[src/angle_path_pkg.sv]
// package: constants and carriers for the angle signal path
`default_nettype none
package angle_path_pkg;
  // ==========================================================
  // register offsets (byte addresses)
  localparam logic [7:0] OFS_CTRL = 8'h00;
  localparam logic [7:0] OFS_PRE_OFFS = 8'h04;
  localparam logic [7:0] OFS_THRESH = 8'h08;
  localparam logic [7:0] OFS_GAIN = 8'h0C;
  localparam logic [7:0] OFS_ROLLOVER = 8'h10;
  localparam logic [7:0] OFS_POST_OFFS = 8'h14;
  localparam logic [7:0] OFS_HYST_A = 8'h18;
  localparam logic [7:0] OFS_HYST_B = 8'h1C;
  localparam logic [7:0] OFS_TC_A = 8'h20;
  localparam logic [7:0] OFS_TC_B = 8'h24;
  localparam logic [7:0] OFS_READBACK_A = 8'h28;
  localparam logic [7:0] OFS_READBACK_B = 8'h2C;
  localparam logic [7:0] OFS_ANGLE = 8'h30;
  // ==========================================================
  // field positions and reset values
  localparam int CTRL_BYPASS = 0;
  localparam int CTRL_ORDER = 1;
  localparam int CTRL_SIGN = 2;
  localparam int CTRL_THRESH_EN = 3;
  localparam int CTRL_GAIN_SAT = 4;
  localparam int CTRL_OFFS_SAT = 5;
  localparam int TC_HOT_POS = 16;
  localparam int ANGLE_SAT_POS = 16;
  localparam logic [5:0] CTRL_RESET = 6'h30;
  localparam logic [15:0] GAIN_RESET = 16'h0400;
  localparam logic [7:0] ROLLOVER_RESET = 8'h00;
  // ==========================================================
  // datapath constants
  localparam logic [15:0] BYPASS_OFFSET = 16'h8000;
  localparam logic [15:0] ANGLE_MAX = 16'hFFFF;
  localparam logic [15:0] HALF_TURN = 16'h8000;
  localparam int GAIN_FRAC = 10;
  localparam int TC_COLD_FRAC = 3;
  localparam int TC_HOT_FRAC = 4;
  localparam int CORDIC_STEPS = 16;

  typedef struct packed {
    logic offs_sat_en;
    logic gain_sat_en;
    logic thresh_en;
    logic sign;
    logic order;
    logic bypass;
  } ctrl_t;

  typedef struct packed {
    logic signed [11:0] hot;
    logic signed [11:0] cold;
  } tempco_t;
endpackage : angle_path_pkg
`default_nettype wire

[src/hyst_filter.sv]
// hysteresis filter for one channel
`default_nettype none
module hyst_filter
  import angle_path_pkg::*;
#(
  parameter int W = 16
)
(
  input wire logic ref_clk_i,
  input wire logic rst_b_i,
  input wire logic ce_i,
  input wire logic valid_i,
  input wire logic signed [W-1:0] din_i,
  input wire logic [9:0] width_i,
  output logic signed [W-1:0] dout_o,
  output logic valid_o
);
  logic started;
  logic dir_known;
  logic dir_up;
  logic signed [W+1:0] dx;
  logic signed [W+1:0] hx;
  logic signed [W+1:0] wx;

  assign dx = {{2{din_i[W-1]}}, din_i};
  assign hx = {{2{dout_o[W-1]}}, dout_o};
  assign wx = {{(W-8){1'b0}}, width_i};

  // output is the window head; it moves only when input leads or escapes
  always_ff @(posedge ref_clk_i)
  begin
    if (!rst_b_i)
    begin
      started <= 1'b0;
      dir_known <= 1'b0;
      dir_up <= 1'b0;
      dout_o <= '0;
    end
    else if (ce_i && valid_i)
    begin
      if (width_i == 10'h000)
      begin
        dout_o <= din_i;
        started <= 1'b1;
      end
      else if (!started)
      begin
        dout_o <= din_i;
        started <= 1'b1;
      end
      else if (!dir_known)
      begin
        if (dx != hx)
        begin
          dir_known <= 1'b1;
          dir_up <= dx > hx;
          dout_o <= din_i;
        end
      end
      else if (dir_up)
      begin
        if (dx > hx)
          dout_o <= din_i;
        else if (dx < hx - wx)
        begin
          dir_up <= 1'b0;
          dout_o <= din_i;
        end
        else
          dout_o <= dout_o;
      end
      else
      begin
        if (dx < hx)
          dout_o <= din_i;
        else if (dx > hx + wx)
        begin
          dir_up <= 1'b1;
          dout_o <= din_i;
        end
        else
          dout_o <= dout_o;
      end
    end
  end

  // output strobe trails the input strobe by one cycle
  always_ff @(posedge ref_clk_i)
  begin
    if (!rst_b_i)
      valid_o <= 1'b0;
    else if (ce_i)
      valid_o <= valid_i;
  end
endmodule : hyst_filter
`default_nettype wire

[src/atan2_cordic.sv]
// iterative vectoring-mode arctangent, angle in 2^16 per turn
`default_nettype none
module atan2_cordic
  import angle_path_pkg::*;
(
  input wire logic ref_clk_i,
  input wire logic rst_b_i,
  input wire logic ce_i,
  input wire logic start_i,
  input wire logic signed [15:0] sin_i,
  input wire logic signed [15:0] cos_i,
  output logic busy_o,
  output logic done_o,
  output logic [15:0] angle_o
);
  logic signed [19:0] x;
  logic signed [19:0] y;
  logic [4:0] step;

  function automatic logic [15:0] atan_step(input logic [4:0] i);
    case (i)
      5'd0: atan_step = 16'h2000;
      5'd1: atan_step = 16'h12E4;
      5'd2: atan_step = 16'h09FB;
      5'd3: atan_step = 16'h0511;
      5'd4: atan_step = 16'h028B;
      5'd5: atan_step = 16'h0146;
      5'd6: atan_step = 16'h00A3;
      5'd7: atan_step = 16'h0051;
      5'd8: atan_step = 16'h0029;
      5'd9: atan_step = 16'h0014;
      5'd10: atan_step = 16'h000A;
      5'd11: atan_step = 16'h0005;
      5'd12: atan_step = 16'h0003;
      5'd13: atan_step = 16'h0001;
      5'd14: atan_step = 16'h0001;
      default: atan_step = 16'h0000;
    endcase
  endfunction : atan_step

  // left half plane is folded by a half turn first, so steps converge
  always_ff @(posedge ref_clk_i)
  begin
    if (!rst_b_i)
    begin
      x <= '0;
      y <= '0;
      angle_o <= '0;
      step <= '0;
      busy_o <= 1'b0;
      done_o <= 1'b0;
    end
    else if (ce_i)
    begin
      done_o <= 1'b0;
      if (start_i && !busy_o)
      begin
        busy_o <= 1'b1;
        step <= '0;
        x <= cos_i[15] ? -20'(cos_i) : 20'(cos_i);
        y <= cos_i[15] ? -20'(sin_i) : 20'(sin_i);
        angle_o <= cos_i[15] ? HALF_TURN : 16'h0000;
      end
      else if (busy_o)
      begin
        if (y > 0)
        begin
          x <= x + (y >>> step);
          y <= y - (x >>> step);
          angle_o <= angle_o + atan_step(step);
        end
        else
        begin
          x <= x - (y >>> step);
          y <= y + (x >>> step);
          angle_o <= angle_o - atan_step(step);
        end
        step <= step + 5'd1;
        if (step == 5'(CORDIC_STEPS - 1))
        begin
          busy_o <= 1'b0;
          done_o <= 1'b1;
        end
      end
    end
  end
endmodule : atan2_cordic
`default_nettype wire

[src/angle_signal_path.sv]
// angle signal path: tempco, hysteresis, atan2, offsets, gain
//
// Overview of operation
// - offset tempco ranges, cold 1/8, hot 1/16
// - zero window width passes input through
// - leading input moves output without delay
// - reversal freezes output inside the window
// - opposite exit flips head and direction
// - first change after reset sets direction
// - window width 0 to 1023 per channel
// - hysteresis outputs readable as 16 bits
// - atan2 with selectable sine/cosine order
// - bypass passes channel plus 32768
// - angle equals atan2(sine, cosine)
// - sign bit gives 360 minus angle
// - pre-gain offset added, always wraps
// - pre-gain offset 15 bits of 360/2^15
// - threshold check raises flag, no clamp
// - gain 6.10 format, zero gives zero
// - no gain saturation means modulo 360
// - saturate to max, zero past rollover
// - rollover 8 bits of 1.40625 degrees
// - default gain saturation on, rollover zero
// - post offset wraps or clamps
// - post offset signed, 720/2^16 steps
// - default post offset saturation on
`default_nettype none
module angle_signal_path
  import angle_path_pkg::*;
(
  input wire logic ref_clk_i,
  input wire logic rst_b_i,
  input wire logic ce_i,
  // trimmed channel samples
  input wire logic sample_valid_i,
  input wire logic signed [15:0] chan_a_i,
  input wire logic signed [15:0] chan_b_i,
  input wire logic signed [8:0] temp_delta_i,
  // processed angle to linearization
  output logic [15:0] angle_o,
  output logic angle_valid_o,
  output logic sat_flag_o,
  // apb slave
  input wire logic psel_i,
  input wire logic penable_i,
  input wire logic pwrite_i,
  input wire logic [7:0] paddr_i,
  input wire logic [31:0] pwdata_i,
  output logic [31:0] prdata_o,
  output logic pready_o,
  output logic pslverr_o
);
  // ==========================================================
  // configuration registers
  ctrl_t ctrl;
  logic [14:0] pre_offs;
  logic [7:0] thresh_low;
  logic [7:0] thresh_high;
  logic [15:0] gain;
  logic [7:0] rollover;
  logic signed [15:0] post_offs;
  logic [9:0] hyst_width [2];
  tempco_t tempco [2];

  logic setup;
  logic wr_en;
  logic mapped;
  logic read_only;
  logic [31:0] next_prdata;

  // ==========================================================
  // datapath signals
  logic signed [15:0] chan_in [2];
  logic signed [15:0] chan_tc [2];
  logic signed [15:0] chan_hy [2];
  logic tc_valid;
  logic [1:0] hy_valid;
  logic signed [15:0] sin_arg;
  logic signed [15:0] cos_arg;
  logic cordic_busy;
  logic cordic_done;
  logic [15:0] cordic_angle;
  logic a0_valid;
  logic [15:0] a0;
  logic [15:0] a1;
  logic [15:0] a2;
  logic thresh_hit;
  logic [31:0] product;
  logic [21:0] gained;
  logic [15:0] a3;
  logic gain_clamped;
  logic signed [17:0] post_sum;
  logic [15:0] a4;

  assign chan_in[0] = chan_a_i;
  assign chan_in[1] = chan_b_i;

  // ==========================================================
  // apb decode
  // zero-wait slave; ce low stretches the access phase
  assign setup = psel_i && !penable_i;
  assign pready_o = ce_i;
  assign wr_en = psel_i && penable_i && pwrite_i && ce_i && mapped && !read_only;

  always_comb
  begin
    mapped = 1'b1;
    read_only = 1'b0;
    next_prdata = 32'h0000_0000;
    case (paddr_i)
      OFS_CTRL: next_prdata = {26'h0, ctrl};
      OFS_PRE_OFFS: next_prdata = {17'h0, pre_offs};
      OFS_THRESH: next_prdata = {16'h0, thresh_high, thresh_low};
      OFS_GAIN: next_prdata = {16'h0, gain};
      OFS_ROLLOVER: next_prdata = {24'h0, rollover};
      OFS_POST_OFFS: next_prdata = {16'h0, post_offs};
      OFS_HYST_A: next_prdata = {22'h0, hyst_width[0]};
      OFS_HYST_B: next_prdata = {22'h0, hyst_width[1]};
      OFS_TC_A: next_prdata = {4'h0, tempco[0].hot, 4'h0, tempco[0].cold};
      OFS_TC_B: next_prdata = {4'h0, tempco[1].hot, 4'h0, tempco[1].cold};
      OFS_READBACK_A:
      begin
        next_prdata = {16'h0, chan_hy[0]};
        read_only = 1'b1;
      end
      OFS_READBACK_B:
      begin
        next_prdata = {16'h0, chan_hy[1]};
        read_only = 1'b1;
      end
      OFS_ANGLE:
      begin
        next_prdata = {15'h0, sat_flag_o, angle_o};
        read_only = 1'b1;
      end
      default: mapped = 1'b0;
    endcase
  end

  // read data and error latched in the setup cycle
  always_ff @(posedge ref_clk_i)
  begin
    if (!rst_b_i)
    begin
      prdata_o <= 32'h0000_0000;
      pslverr_o <= 1'b0;
    end
    else if (ce_i && setup)
    begin
      prdata_o <= pwrite_i ? 32'h0000_0000 : next_prdata;
      pslverr_o <= !mapped || (pwrite_i && read_only);
    end
  end

  // ==========================================================
  // register writes
  always_ff @(posedge ref_clk_i)
  begin
    if (!rst_b_i)
    begin
      ctrl <= ctrl_t'(CTRL_RESET);
      pre_offs <= '0;
      thresh_low <= '0;
      thresh_high <= '0;
      gain <= GAIN_RESET;
      rollover <= ROLLOVER_RESET;
      post_offs <= '0;
    end
    else if (wr_en)
    begin
      case (paddr_i)
        OFS_CTRL: ctrl <= ctrl_t'(pwdata_i[5:0]);
        OFS_PRE_OFFS: pre_offs <= pwdata_i[14:0];
        OFS_THRESH:
        begin
          thresh_low <= pwdata_i[7:0];
          thresh_high <= pwdata_i[15:8];
        end
        OFS_GAIN: gain <= pwdata_i[15:0];
        OFS_ROLLOVER: rollover <= pwdata_i[7:0];
        OFS_POST_OFFS: post_offs <= pwdata_i[15:0];
        default: ;
      endcase
    end
  end

  // ==========================================================
  // per-channel stages: tempco, hysteresis
  genvar ch;
  generate
    for (ch = 0; ch < 2; ch++)
    begin : g_chan
      logic signed [11:0] tc_coef;
      logic signed [20:0] tc_prod;
      logic signed [20:0] tc_shift;
      logic signed [20:0] tc_sum;
      logic [7:0] ofs_width;
      logic [7:0] ofs_tc;

      assign ofs_width = (ch == 0) ? OFS_HYST_A : OFS_HYST_B;
      assign ofs_tc = (ch == 0) ? OFS_TC_A : OFS_TC_B;

      // per-channel width and tempco settings
      always_ff @(posedge ref_clk_i)
      begin
        if (!rst_b_i)
        begin
          hyst_width[ch] <= '0;
          tempco[ch] <= '0;
        end
        else if (wr_en && paddr_i == ofs_width)
          hyst_width[ch] <= pwdata_i[9:0];
        else if (wr_en && paddr_i == ofs_tc)
        begin
          tempco[ch].cold <= pwdata_i[11:0];
          tempco[ch].hot <= pwdata_i[TC_HOT_POS+11:TC_HOT_POS];
        end
      end

      // cold coefficient below 25 C, hot at or above
      assign tc_coef = temp_delta_i[8] ? tempco[ch].cold : tempco[ch].hot;
      assign tc_prod = 21'(tc_coef * temp_delta_i);
      assign tc_shift = temp_delta_i[8] ? (tc_prod >>> TC_COLD_FRAC) : (tc_prod >>> TC_HOT_FRAC);
      assign tc_sum = 21'(chan_in[ch]) + tc_shift;

      // saturate to 16 bits rather than wrap a channel's sign
      always_ff @(posedge ref_clk_i)
      begin
        if (!rst_b_i)
          chan_tc[ch] <= '0;
        else if (ce_i && sample_valid_i)
        begin
          if (tc_sum > 21'sd32767)
            chan_tc[ch] <= 16'sh7FFF;
          else if (tc_sum < -21'sd32768)
            chan_tc[ch] <= 16'sh8000;
          else
            chan_tc[ch] <= tc_sum[15:0];
        end
      end

      hyst_filter #(.W(16)) u_hyst (
        .ref_clk_i(ref_clk_i),
        .rst_b_i(rst_b_i),
        .ce_i(ce_i),
        .valid_i(tc_valid),
        .din_i(chan_tc[ch]),
        .width_i(hyst_width[ch]),
        .dout_o(chan_hy[ch]),
        .valid_o(hy_valid[ch])
      );
    end
  endgenerate

  always_ff @(posedge ref_clk_i)
  begin
    if (!rst_b_i)
      tc_valid <= 1'b0;
    else if (ce_i)
      tc_valid <= sample_valid_i;
  end

  // ==========================================================
  // angle source: atan2 or one-channel bypass
  assign sin_arg = ctrl.order ? chan_hy[1] : chan_hy[0];
  assign cos_arg = ctrl.order ? chan_hy[0] : chan_hy[1];

  // a sample arriving while busy is dropped; samples are far slower
  atan2_cordic u_cordic (
    .ref_clk_i(ref_clk_i),
    .rst_b_i(rst_b_i),
    .ce_i(ce_i),
    .start_i(hy_valid[0] && !ctrl.bypass && !cordic_busy),
    .sin_i(sin_arg),
    .cos_i(cos_arg),
    .busy_o(cordic_busy),
    .done_o(cordic_done),
    .angle_o(cordic_angle)
  );

  always_ff @(posedge ref_clk_i)
  begin
    if (!rst_b_i)
    begin
      a0 <= '0;
      a0_valid <= 1'b0;
    end
    else if (ce_i)
    begin
      a0_valid <= 1'b0;
      if (ctrl.bypass && hy_valid[0])
      begin
        a0 <= sin_arg + BYPASS_OFFSET;
        a0_valid <= 1'b1;
      end
      else if (!ctrl.bypass && cordic_done)
      begin
        a0 <= cordic_angle;
        a0_valid <= 1'b1;
      end
    end
  end

  // ==========================================================
  // sign, pre-gain offset, threshold
  assign a1 = ctrl.sign ? 16'(16'h0000 - a0) : a0;
  assign a2 = a1 + {pre_offs, 1'b0};
  assign thresh_hit = ctrl.thresh_en &&
    (a2 < {thresh_low, 8'h00} || a2 > {thresh_high, 8'h00});

  // ==========================================================
  // gain with saturation or rollover
  assign product = a2 * gain;
  assign gained = product[GAIN_FRAC+21:GAIN_FRAC];

  always_comb
  begin
    gain_clamped = 1'b0;
    if (!ctrl.gain_sat_en)
      a3 = gained[15:0];
    else if (gained[21:16] == 6'h00)
      a3 = gained[15:0];
    else if (a2 <= {rollover, 8'h00})
    begin
      a3 = ANGLE_MAX;
      gain_clamped = 1'b1;
    end
    else
      a3 = 16'h0000;
  end

  // ==========================================================
  // post-gain offset, step is two angle codes
  assign post_sum = {2'b00, a3} + {post_offs[15], post_offs, 1'b0};

  always_comb
  begin
    if (!ctrl.offs_sat_en)
      a4 = post_sum[15:0];
    else if (post_sum < 0)
      a4 = 16'h0000;
    else if (post_sum > 18'sh0FFFF)
      a4 = ANGLE_MAX;
    else
      a4 = post_sum[15:0];
  end

  // output stage registered once per angle
  always_ff @(posedge ref_clk_i)
  begin
    if (!rst_b_i)
    begin
      angle_o <= '0;
      angle_valid_o <= 1'b0;
      sat_flag_o <= 1'b0;
    end
    else if (ce_i)
    begin
      angle_valid_o <= a0_valid;
      if (a0_valid)
      begin
        angle_o <= a4;
        sat_flag_o <= thresh_hit || gain_clamped;
      end
    end
  end
endmodule : angle_signal_path
`default_nettype wire

[config.mk]
export PLATFORM = sky130hd
export DESIGN_NAME = angle_signal_path
export DESIGN_NICKNAME = d
export VERILOG_FILES = /design/src/angle_path_pkg.sv /design/src/hyst_filter.sv /design/src/atan2_cordic.sv /design/src/angle_signal_path.sv
export SDC_FILE = /design/constraint.sdc
export NUM_CORES = 2
export LEC_CHECK = 0
export BUFFER_PORTS_ARGS = -buffer_cell sky130_fd_sc_hd__clkbuf_2
export CAP_MARGIN = 20
export CORE_MARGIN = 2
export CORE_UTILIZATION = 50
export DETAILED_ROUTE_END_ITERATION = 8
export GPL_ROUTABILITY_DRIVEN = 0
export PLACE_DENSITY = 0.66
export SLEW_MARGIN = 20
export SYNTH_ARGS = -nofsm -noshare
export SYNTH_HDL_FRONTEND = slang
export SYNTH_SLANG_ARGS = --single-unit
[constraint.sdc]
create_clock -name ref_clk_i -period 15.4 [get_ports ref_clk_i]
set_input_delay 0.77 -clock ref_clk_i [delete_from_list [all_inputs] [get_ports ref_clk_i]]
set_output_delay 0.77 -clock ref_clk_i [all_outputs]
set_load 0.02 [all_outputs]
* Word-level counts from Yosys, hierarchy flattened
Memories as Yosys holds them, arrays and structs flattened. A register that Yosys moved wholly into a read port is not among the register bits.
Index checks and enable logic that the tools add are counted.
** Word-level totals
- Output and inout bits :: 52
- Bits in read-only memories :: 448
- Register bits after elaboration :: 247
- Input bits :: 88
- Memories kept :: 5
- Bits in writable memories :: 100
- Word-level logic and storage cells :: 320
** Memories
- (name not given) :: depth 16, bits a word 14, read ports 1, clocked after memory_dff 1, wr ports 0, RTL line atan2_cordic.sv:21 : case (i)
- (name not given) :: depth 16, bits a word 14, read ports 1, clocked after memory_dff 1, wr ports 0, RTL line atan2_cordic.sv:21
- tempco :: depth 2, bits a word 24, read ports 2, clocked after memory_dff 0, wr ports 2, RTL line angle_signal_path.sv:63 : tempco_t tempco [2];
- chan_tc :: depth 2, bits a word 16, read ports 2, clocked after memory_dff 0, wr ports 2, RTL line angle_signal_path.sv:74 : logic signed [15:0] chan_tc [2];
- hyst_width :: depth 2, bits a word 10, read ports 2, clocked after memory_dff 0, wr ports 2, RTL line angle_signal_path.sv:62 : logic [9:0] hyst_width [2];
** Cells by class
- Bitwise operators :: 14
- Shift-type cells :: 2
- Reductions and logical operators :: 53
- Multiply operators :: 3
- Multiplexer cells :: 151
- Magnitude comparators :: 18
- Equal/unequal tests :: 21
- $add $sub $neg :: 19
** Operators by type and width (number)
- $mux 16 :: 51
- $pmux 28 s13 :: 1
- $mux 20 :: 8
- $mux 1 :: 74
- $mux 12 :: 6
- $gt 16x16->1 :: 3
- $lt 16x16->1 :: 3
- $mul 12x9->21 :: 2
- $add 20x20->20 :: 2
- $eq 8x6->1 const B :: 5
- $neg 16->20 :: 2
- $sshr 20x5->20 :: 2
- $sub 20x20->20 :: 2
- $add 16x18->19 :: 2
- $gt 19x16->1 const B :: 2
- $lt 19x16->1 const B :: 2
- $add 16x11->17 :: 2
- $gt 16x17->1 :: 2
- $lt 16x17->1 :: 2
- $mux 17 :: 2
- $sub 16x11->17 :: 2
- $add 16x16->16 :: 2
- $eq 8x5->1 const B :: 4
- $mul 16x16->32 :: 1
- other kinds (33) :: 97

* Depth between registers and ports, before layout
An unclocked memory read counts as a cell.
- Depth in word-level cells :: 13
- Depth in mapped cells :: 57
- Gate-level depth less buffers :: 53

* Cells and area by module
Synthesis repeated with hierarchy kept, for this count alone.
** Unflattened totals
- Cell total of the unflattened synthesis :: 5546
- Area total of the unflattened synthesis :: 47501.8 µm²
** By module, submodules not included
- angle_signal_path :: seq. area each 5845.6 µm², area an instance 30971.0 µm², cells an instance 3420, instances 1
- atan2_cordic :: seq. area each 1541.5 µm², area an instance 10029.6 µm², cells an instance 1290, instances 1
- hyst_filter at g_chan[1].u_hyst :: seq. area each 400.4 µm², area an instance 3457.1 µm², cells an instance 446, instances 1
- hyst_filter at g_chan[0].u_hyst :: seq. area each 400.4 µm², area an instance 3044.2 µm², cells an instance 390, instances 1

* Worst setup path after synthesis
Ideal clock, no wire load.
- Kind :: reg2reg
- From :: reg a0[0]
- To :: reg angle_o[10]
- Period minus slack after synthesis :: 12.027 ns
- Buffers on the path :: 3
- Arrival time :: 11.952 ns
- Required time :: 15.325 ns
- Stages on the path, launching flop included :: 53
- Setup slack :: 3.373 ns
- Setup time :: 0.075 ns
- Cells stage by stage :: dfxtp_1 clkbuf_1 inv_1 ha_1 nand2b_1 xnor2_1 ha_1 a21o_1 a21o_1 a211oi_1 o21bai_1 a21oi_1 o21ai_0 a21oi_1 o21ai_0 or4_1 nand3_1 clkbuf_1 [17 not listed] a31oi_1 o31ai_2 clkbuf_1 a21o_1 ha_1 inv_1 fa_1 nand2b_1 a21oi_1 o41a_1 o21bai_1 a21boi_0 o211ai_1 a21oi_1 o21ai_0 a21oi_1 nand2_1 o21ai_0
** Between the ends
- Word-level cells in the longest chain between the ends :: 12
- Elaborated cells between the ends (all ways) :: 15
- Classes of those cells :: add/sub: 3; mul: 1; order compare: 3; mux: 7; reduce/logical: 1
** RTL lines
- start: declaration :: RTL line angle_signal_path.sv:84 : logic [15:0] a0;
- start signal: assignment :: RTL line angle_signal_path.sv:293 : a0 <= sin_arg + BYPASS_OFFSET;
- start signal: assignment :: RTL line angle_signal_path.sv:298 : a0 <= cordic_angle;
- $sub 1x16->16 :: RTL line angle_signal_path.sv:306 : assign a1 = ctrl.sign ? 16'(16'h0000 - a0) : a0;
- $mux 16 (*) :: RTL line angle_signal_path.sv:306
- $add 16x16->16 (*) :: RTL line angle_signal_path.sv:307 : assign a2 = a1 + {pre_offs, 1'b0};
- $mul 16x16->32 or $le 16x16->1 (tied branches) :: RTL line angle_signal_path.sv:313, angle_signal_path.sv:323
- $logic_not 6->1 or $mux 16 (tied branches) :: RTL line angle_signal_path.sv:321, angle_signal_path.sv:323
- $mux 16 :: RTL line angle_signal_path.sv:321 : else if (gained[21:16] == 6'h00)
- $mux 16 (*) :: RTL line angle_signal_path.sv:319 : if (!ctrl.gain_sat_en)
- $add 17x17->18 (*) :: RTL line angle_signal_path.sv:334 : assign post_sum = {2'b00, a3} + {post_offs[15], post_offs, 1'b0};
- $gt 18x17->1 :: RTL line angle_signal_path.sv:342 : else if (post_sum > 18'sh0FFFF)
- $mux 16 :: RTL line angle_signal_path.sv:342
- $mux 16 :: RTL line angle_signal_path.sv:340 : else if (post_sum < 0)
- $mux 16 (*) :: RTL line angle_signal_path.sv:338 : if (!ctrl.offs_sat_en)
- end signal: assignment :: RTL line angle_signal_path.sv:353 : angle_o <= '0;
- end signal: assignment :: RTL line angle_signal_path.sv:362 : angle_o <= a4;
- end: declaration :: RTL line angle_signal_path.sv:40 : output logic [15:0] angle_o,
Mark *: on every way between the ends. The rest lies on a longest branch, timed or not.
A chain may end at the register's enable or synchronous reset.

* Worst setup path in the final report
- From :: reg ctrl[2] (netlist bit)
- To :: reg angle_o[12]
** Between the ends
- Word-level cells in the longest chain between the ends :: 11
- Elaborated cells between the ends (all ways) :: 14
- Classes of those cells :: add/sub: 2; mul: 1; order compare: 3; mux: 7; reduce/logical: 1
** RTL lines
- start: declaration :: RTL line angle_signal_path.sv:55 : ctrl_t ctrl;
- start signal: assignment :: RTL line angle_signal_path.sv:161 : ctrl <= ctrl_t'(CTRL_RESET);
- start signal: assignment :: RTL line angle_signal_path.sv:172 : OFS_CTRL: ctrl <= ctrl_t'(pwdata_i[5:0]);
- $mux 16 (*) :: RTL line angle_signal_path.sv:306
- $add 16x16->16 (*) :: RTL line angle_signal_path.sv:307
- $mul 16x16->32 or $le 16x16->1 (tied branches) :: RTL line angle_signal_path.sv:313, angle_signal_path.sv:323
- $logic_not 6->1 or $mux 16 (tied branches) :: RTL line angle_signal_path.sv:321, angle_signal_path.sv:323
- $mux 16 :: RTL line angle_signal_path.sv:321
- $mux 16 (*) :: RTL line angle_signal_path.sv:319
- $add 17x17->18 (*) :: RTL line angle_signal_path.sv:334
- $gt 18x17->1 :: RTL line angle_signal_path.sv:342
- $mux 16 :: RTL line angle_signal_path.sv:342
- $mux 16 :: RTL line angle_signal_path.sv:340
- $mux 16 (*) :: RTL line angle_signal_path.sv:338
Marked as above.

==> metrics.csv <==
stage,metric,value,unit
global_routing,track_usage,30.4,%
flow_run,drv_cap,0,
sta,achievable-frequency,0.0769,GHz
critical_path,critPathBufInv,5,
critical_path,startpoint_type,flip-flop,
synth,synth-edff-count,100,
clocking,worstSkewPairLatency,630,ps
detailed_routing,drc,0,
place,placed_cell_area,46800,sq um
place,place_hpwl,109,mm
critical_path,critPathRequiredTime,15940,ps
global_routing,grt_pass1_vias,38500,
clocking,cts_tree,yes,
sta,maxSlewViolCount,0,
die,num_rows,110,
detailed_routing,drt_pass1_iterations,7,
cells_and_area,area_growth,7.57,%
synth,synth_area_per_cell,8.47,sq um
cells_and_area,finalNetCount,6277,
pwr,ir_worst_vdd,0.000196,V
clocking,cts_root_buf,clkbuf_16,
die,core_area,89600,sq um
critical_path,critPathMaxStageDelay,710,ps
critical_path,crit_fanout,18,
die,die_w,304,um
sta,fin_ws,2400,ps
critical_path,critPathKind,reg -> reg,
clocking,cts_made_buffers,43,
detailed_routing,ant_nets,0,
synth,ys_ff_latch,357,
clocking,cts_buffer_depth,3,
cells_and_area,layout_commonest_cell,nand2_1,
detailed_routing,vias,39100,
sta,tightest_slew,1140,ps
detailed_routing,vias_per_cell,5.98,
critical_path,cp_top_family,compound AO/OA/AOI/OAI gates,
synth,synth.distinct_cells,84,
synth,synth_top_cell_by_area,fa_1,
pwr,p_per_area,159,nW/um^2
sta,slew_headroom,23.8,%
global_routing,overflow,0,
hold_path,hp-class,in -> reg,
critical_path,arrival,13540,ps
global_routing,grt_pass1_wl,221,mm
critical_path,worst-path-stages,48,
synth,post_synth_inst_count,5315,
synth,synth_area,45000,sq um
synth,synth_top_area_share,17.2,%
cells_and_area,fillers,8262,
critical_path,reg2regPathDepth,48,
place,io_buffers,131,
clocking,cts_sinks,357,
synth,post_synth_main_area_contributors,"fa_1 (17%), ha_1 (13%), dfxtp_1 (11%)",
sta,period_share,84.4,%
global_routing,antenna_found_initial,5,
die,dieArea,92500,sq um
detailed_routing,dr.first_iter.drc_count,3652,
place,post-place-ws,2590,ps
clocking,htree_levels,2,
die,dieHeight,304,um
synth,synthFlopType,dfxtp_1,
clocking,post_cts_buffers,0,
sta,setup_viol,0,
die,num_io_pins,140,
hold_path,whs_path_depth,3,
sta,rsz0062_at_grt,false,
clocking,clkSlewWorstSetupHoldPaths,60,ps
sta,worst_clock_skew,38.1,ps
outcome,status,completed,
pwr,p_leak,21.6,nW
global_routing,grt_max_degree,73,
cells_and_area,final_cell_mix,"nand2_1 (657), inv_1 (554), ha_1 (478)",
die,start_util,50.2,%
sta,period_needed,13000,ps
sta,tns,0,ps
pwr,design_power_total,7.70,mW
synth,synth_warnings,0,
critical_path,critPathSlowestCell,dfxtp_1,
cells_and_area,final_cell_area,48400,sq um
detailed_routing,avgRoutedWirePerCell,21.7,um
clocking,cts_hold_buf,0,
synth,async_flop_share,0,%
clocking,post_cts_resized,0,
sta,report.final.hold_viol_count,0,
detailed_routing,routed_wl,142,mm
synth,seq_area_frac_synth,18.1,%
cells_and_area,drive_above_1_share,7.87,%
critical_path,end_kind,flip-flop,
==> layout make-up <==
cell class | instances | area, sq um | area share [%]
tap | 1176 | 1470 | 3.04
clock buffer | 66 | 1270 | 2.63
clock inverter | 14 | 283 | 0.584
antenna | 3 | 7.51 | 0.0155
inverter | 560 | 2110 | 4.35
multi-input combinational | 4159 | 33900 | 70.1
timing repair buffer | 204 | 1210 | 2.49
sequential | 357 | 8150 | 16.8
==> per-layer routing <==
layer / up-vias / routed length [um] / global-route usage (%)
li1: 18200 / - / -
met1: 18800 / 56900 / 39.0
met2: 1747 / 64300 / 49.1
met3: 381 / 12400 / 5.93
met4: 4 / 7890 / 15.1
met5: - / 98 / 0
==> kinds of logic after synthesis <==
| logic type | share of synthesized area (%) |
|---|---|
| AND/OR/NAND/NOR | 17.8 |
| AO/OA/AOI/OAI | 15.6 |
| adder cells (fa/ha/maj) | 30.4 |
| buffers and inverters | 6.78 |
| flip-flops | 18.1 |
| XOR/XNOR | 5.43 |
| multiplexers | 5.79 |
| other | 0.00833 |
==> path summary, 6_finish.rpt <==
check | start | endpoint | slack (ps)
max | ctrl[2] | angle_o[12] | 2400
min | pwdata_i[15] | post_offs[15] | 430
max reg2reg | ctrl[2] | angle_o[12] | 2400
min reg2reg | thresh_low[0] | thresh_low[0] | 470
==> worst register-to-register path, delay by kind of cell (launching register included) <==
family	cells	cell delay, ps
and+or+nand+nor	6	1190
xor gates and xnor gates	2	440
buffers and inverters	5	530
adders and majority gates	10	4200
AOI/OAI and AO/OA	25	5880
DFF	1	710
==> metrics by stage <==
step / hold slack, ps / utilization (%) / instances
2_1_floorplan: 442 / - / 5318
3_3_place_gp: 458 / 52.3 / 6455
3_5_place_dp: 462 / 52.3 / 6455
4_1_cts: 414 / 54.0 / 6535
5_1_grt: 426 / 54.0 / 6537
6_report: 432 / 54.1 / 6539
==> cells in the mapped netlist (46+ instances only) <==
| library cell | number |
|---|---|
| clkbuf_1 | 209 |
| xor2_1 | 84 |
| a21oi_1 | 349 |
| dfxtp_1 | 257 |
| nor2b_1 | 63 |
| nand2_1 | 658 |
| ha_1 | 478 |
| nand3_1 | 81 |
| edfxtp_1 | 100 |
| mux2i_1 | 102 |
| nand2b_1 | 65 |
| a22oi_1 | 46 |
| and2_1 | 261 |
| xnor2_1 | 195 |
| inv_1 | 555 |
| a21o_1 | 71 |
| o21a_1 | 46 |
| fa_1 | 386 |
| mux2_2 | 49 |
| nor3_1 | 79 |
| o21ai_0 | 240 |
| nor2_1 | 344 |
==> where the power goes <==
part	total, mW	switching, mW	internal [mW]
Sequential	1.20	0.115	1.08
Combinational	5.38	3.13	2.25
Clock	1.13	0.447	0.679
==> registers in the layout (all words and copies together), names as in the netlist, 2 cells and up, named ones only <==
name and cells:
angle_o 16, a0 16, g_chan.u_hyst.dout_o 32, post_offs 16
u_cordic.x 20, u_cordic.y 20, rollover 8, gain 16
prdata_o 28, pre_offs 15, thresh_low 8, chan_tc 32
hyst_width 20, g_chan.u_hyst.dir_known 2, g_chan.u_hyst.dir_up 2, tempco 48
ctrl 6, u_cordic.step 5, u_cordic.angle_o 16, thresh_high 8
(Power assumes the default switching activity.)
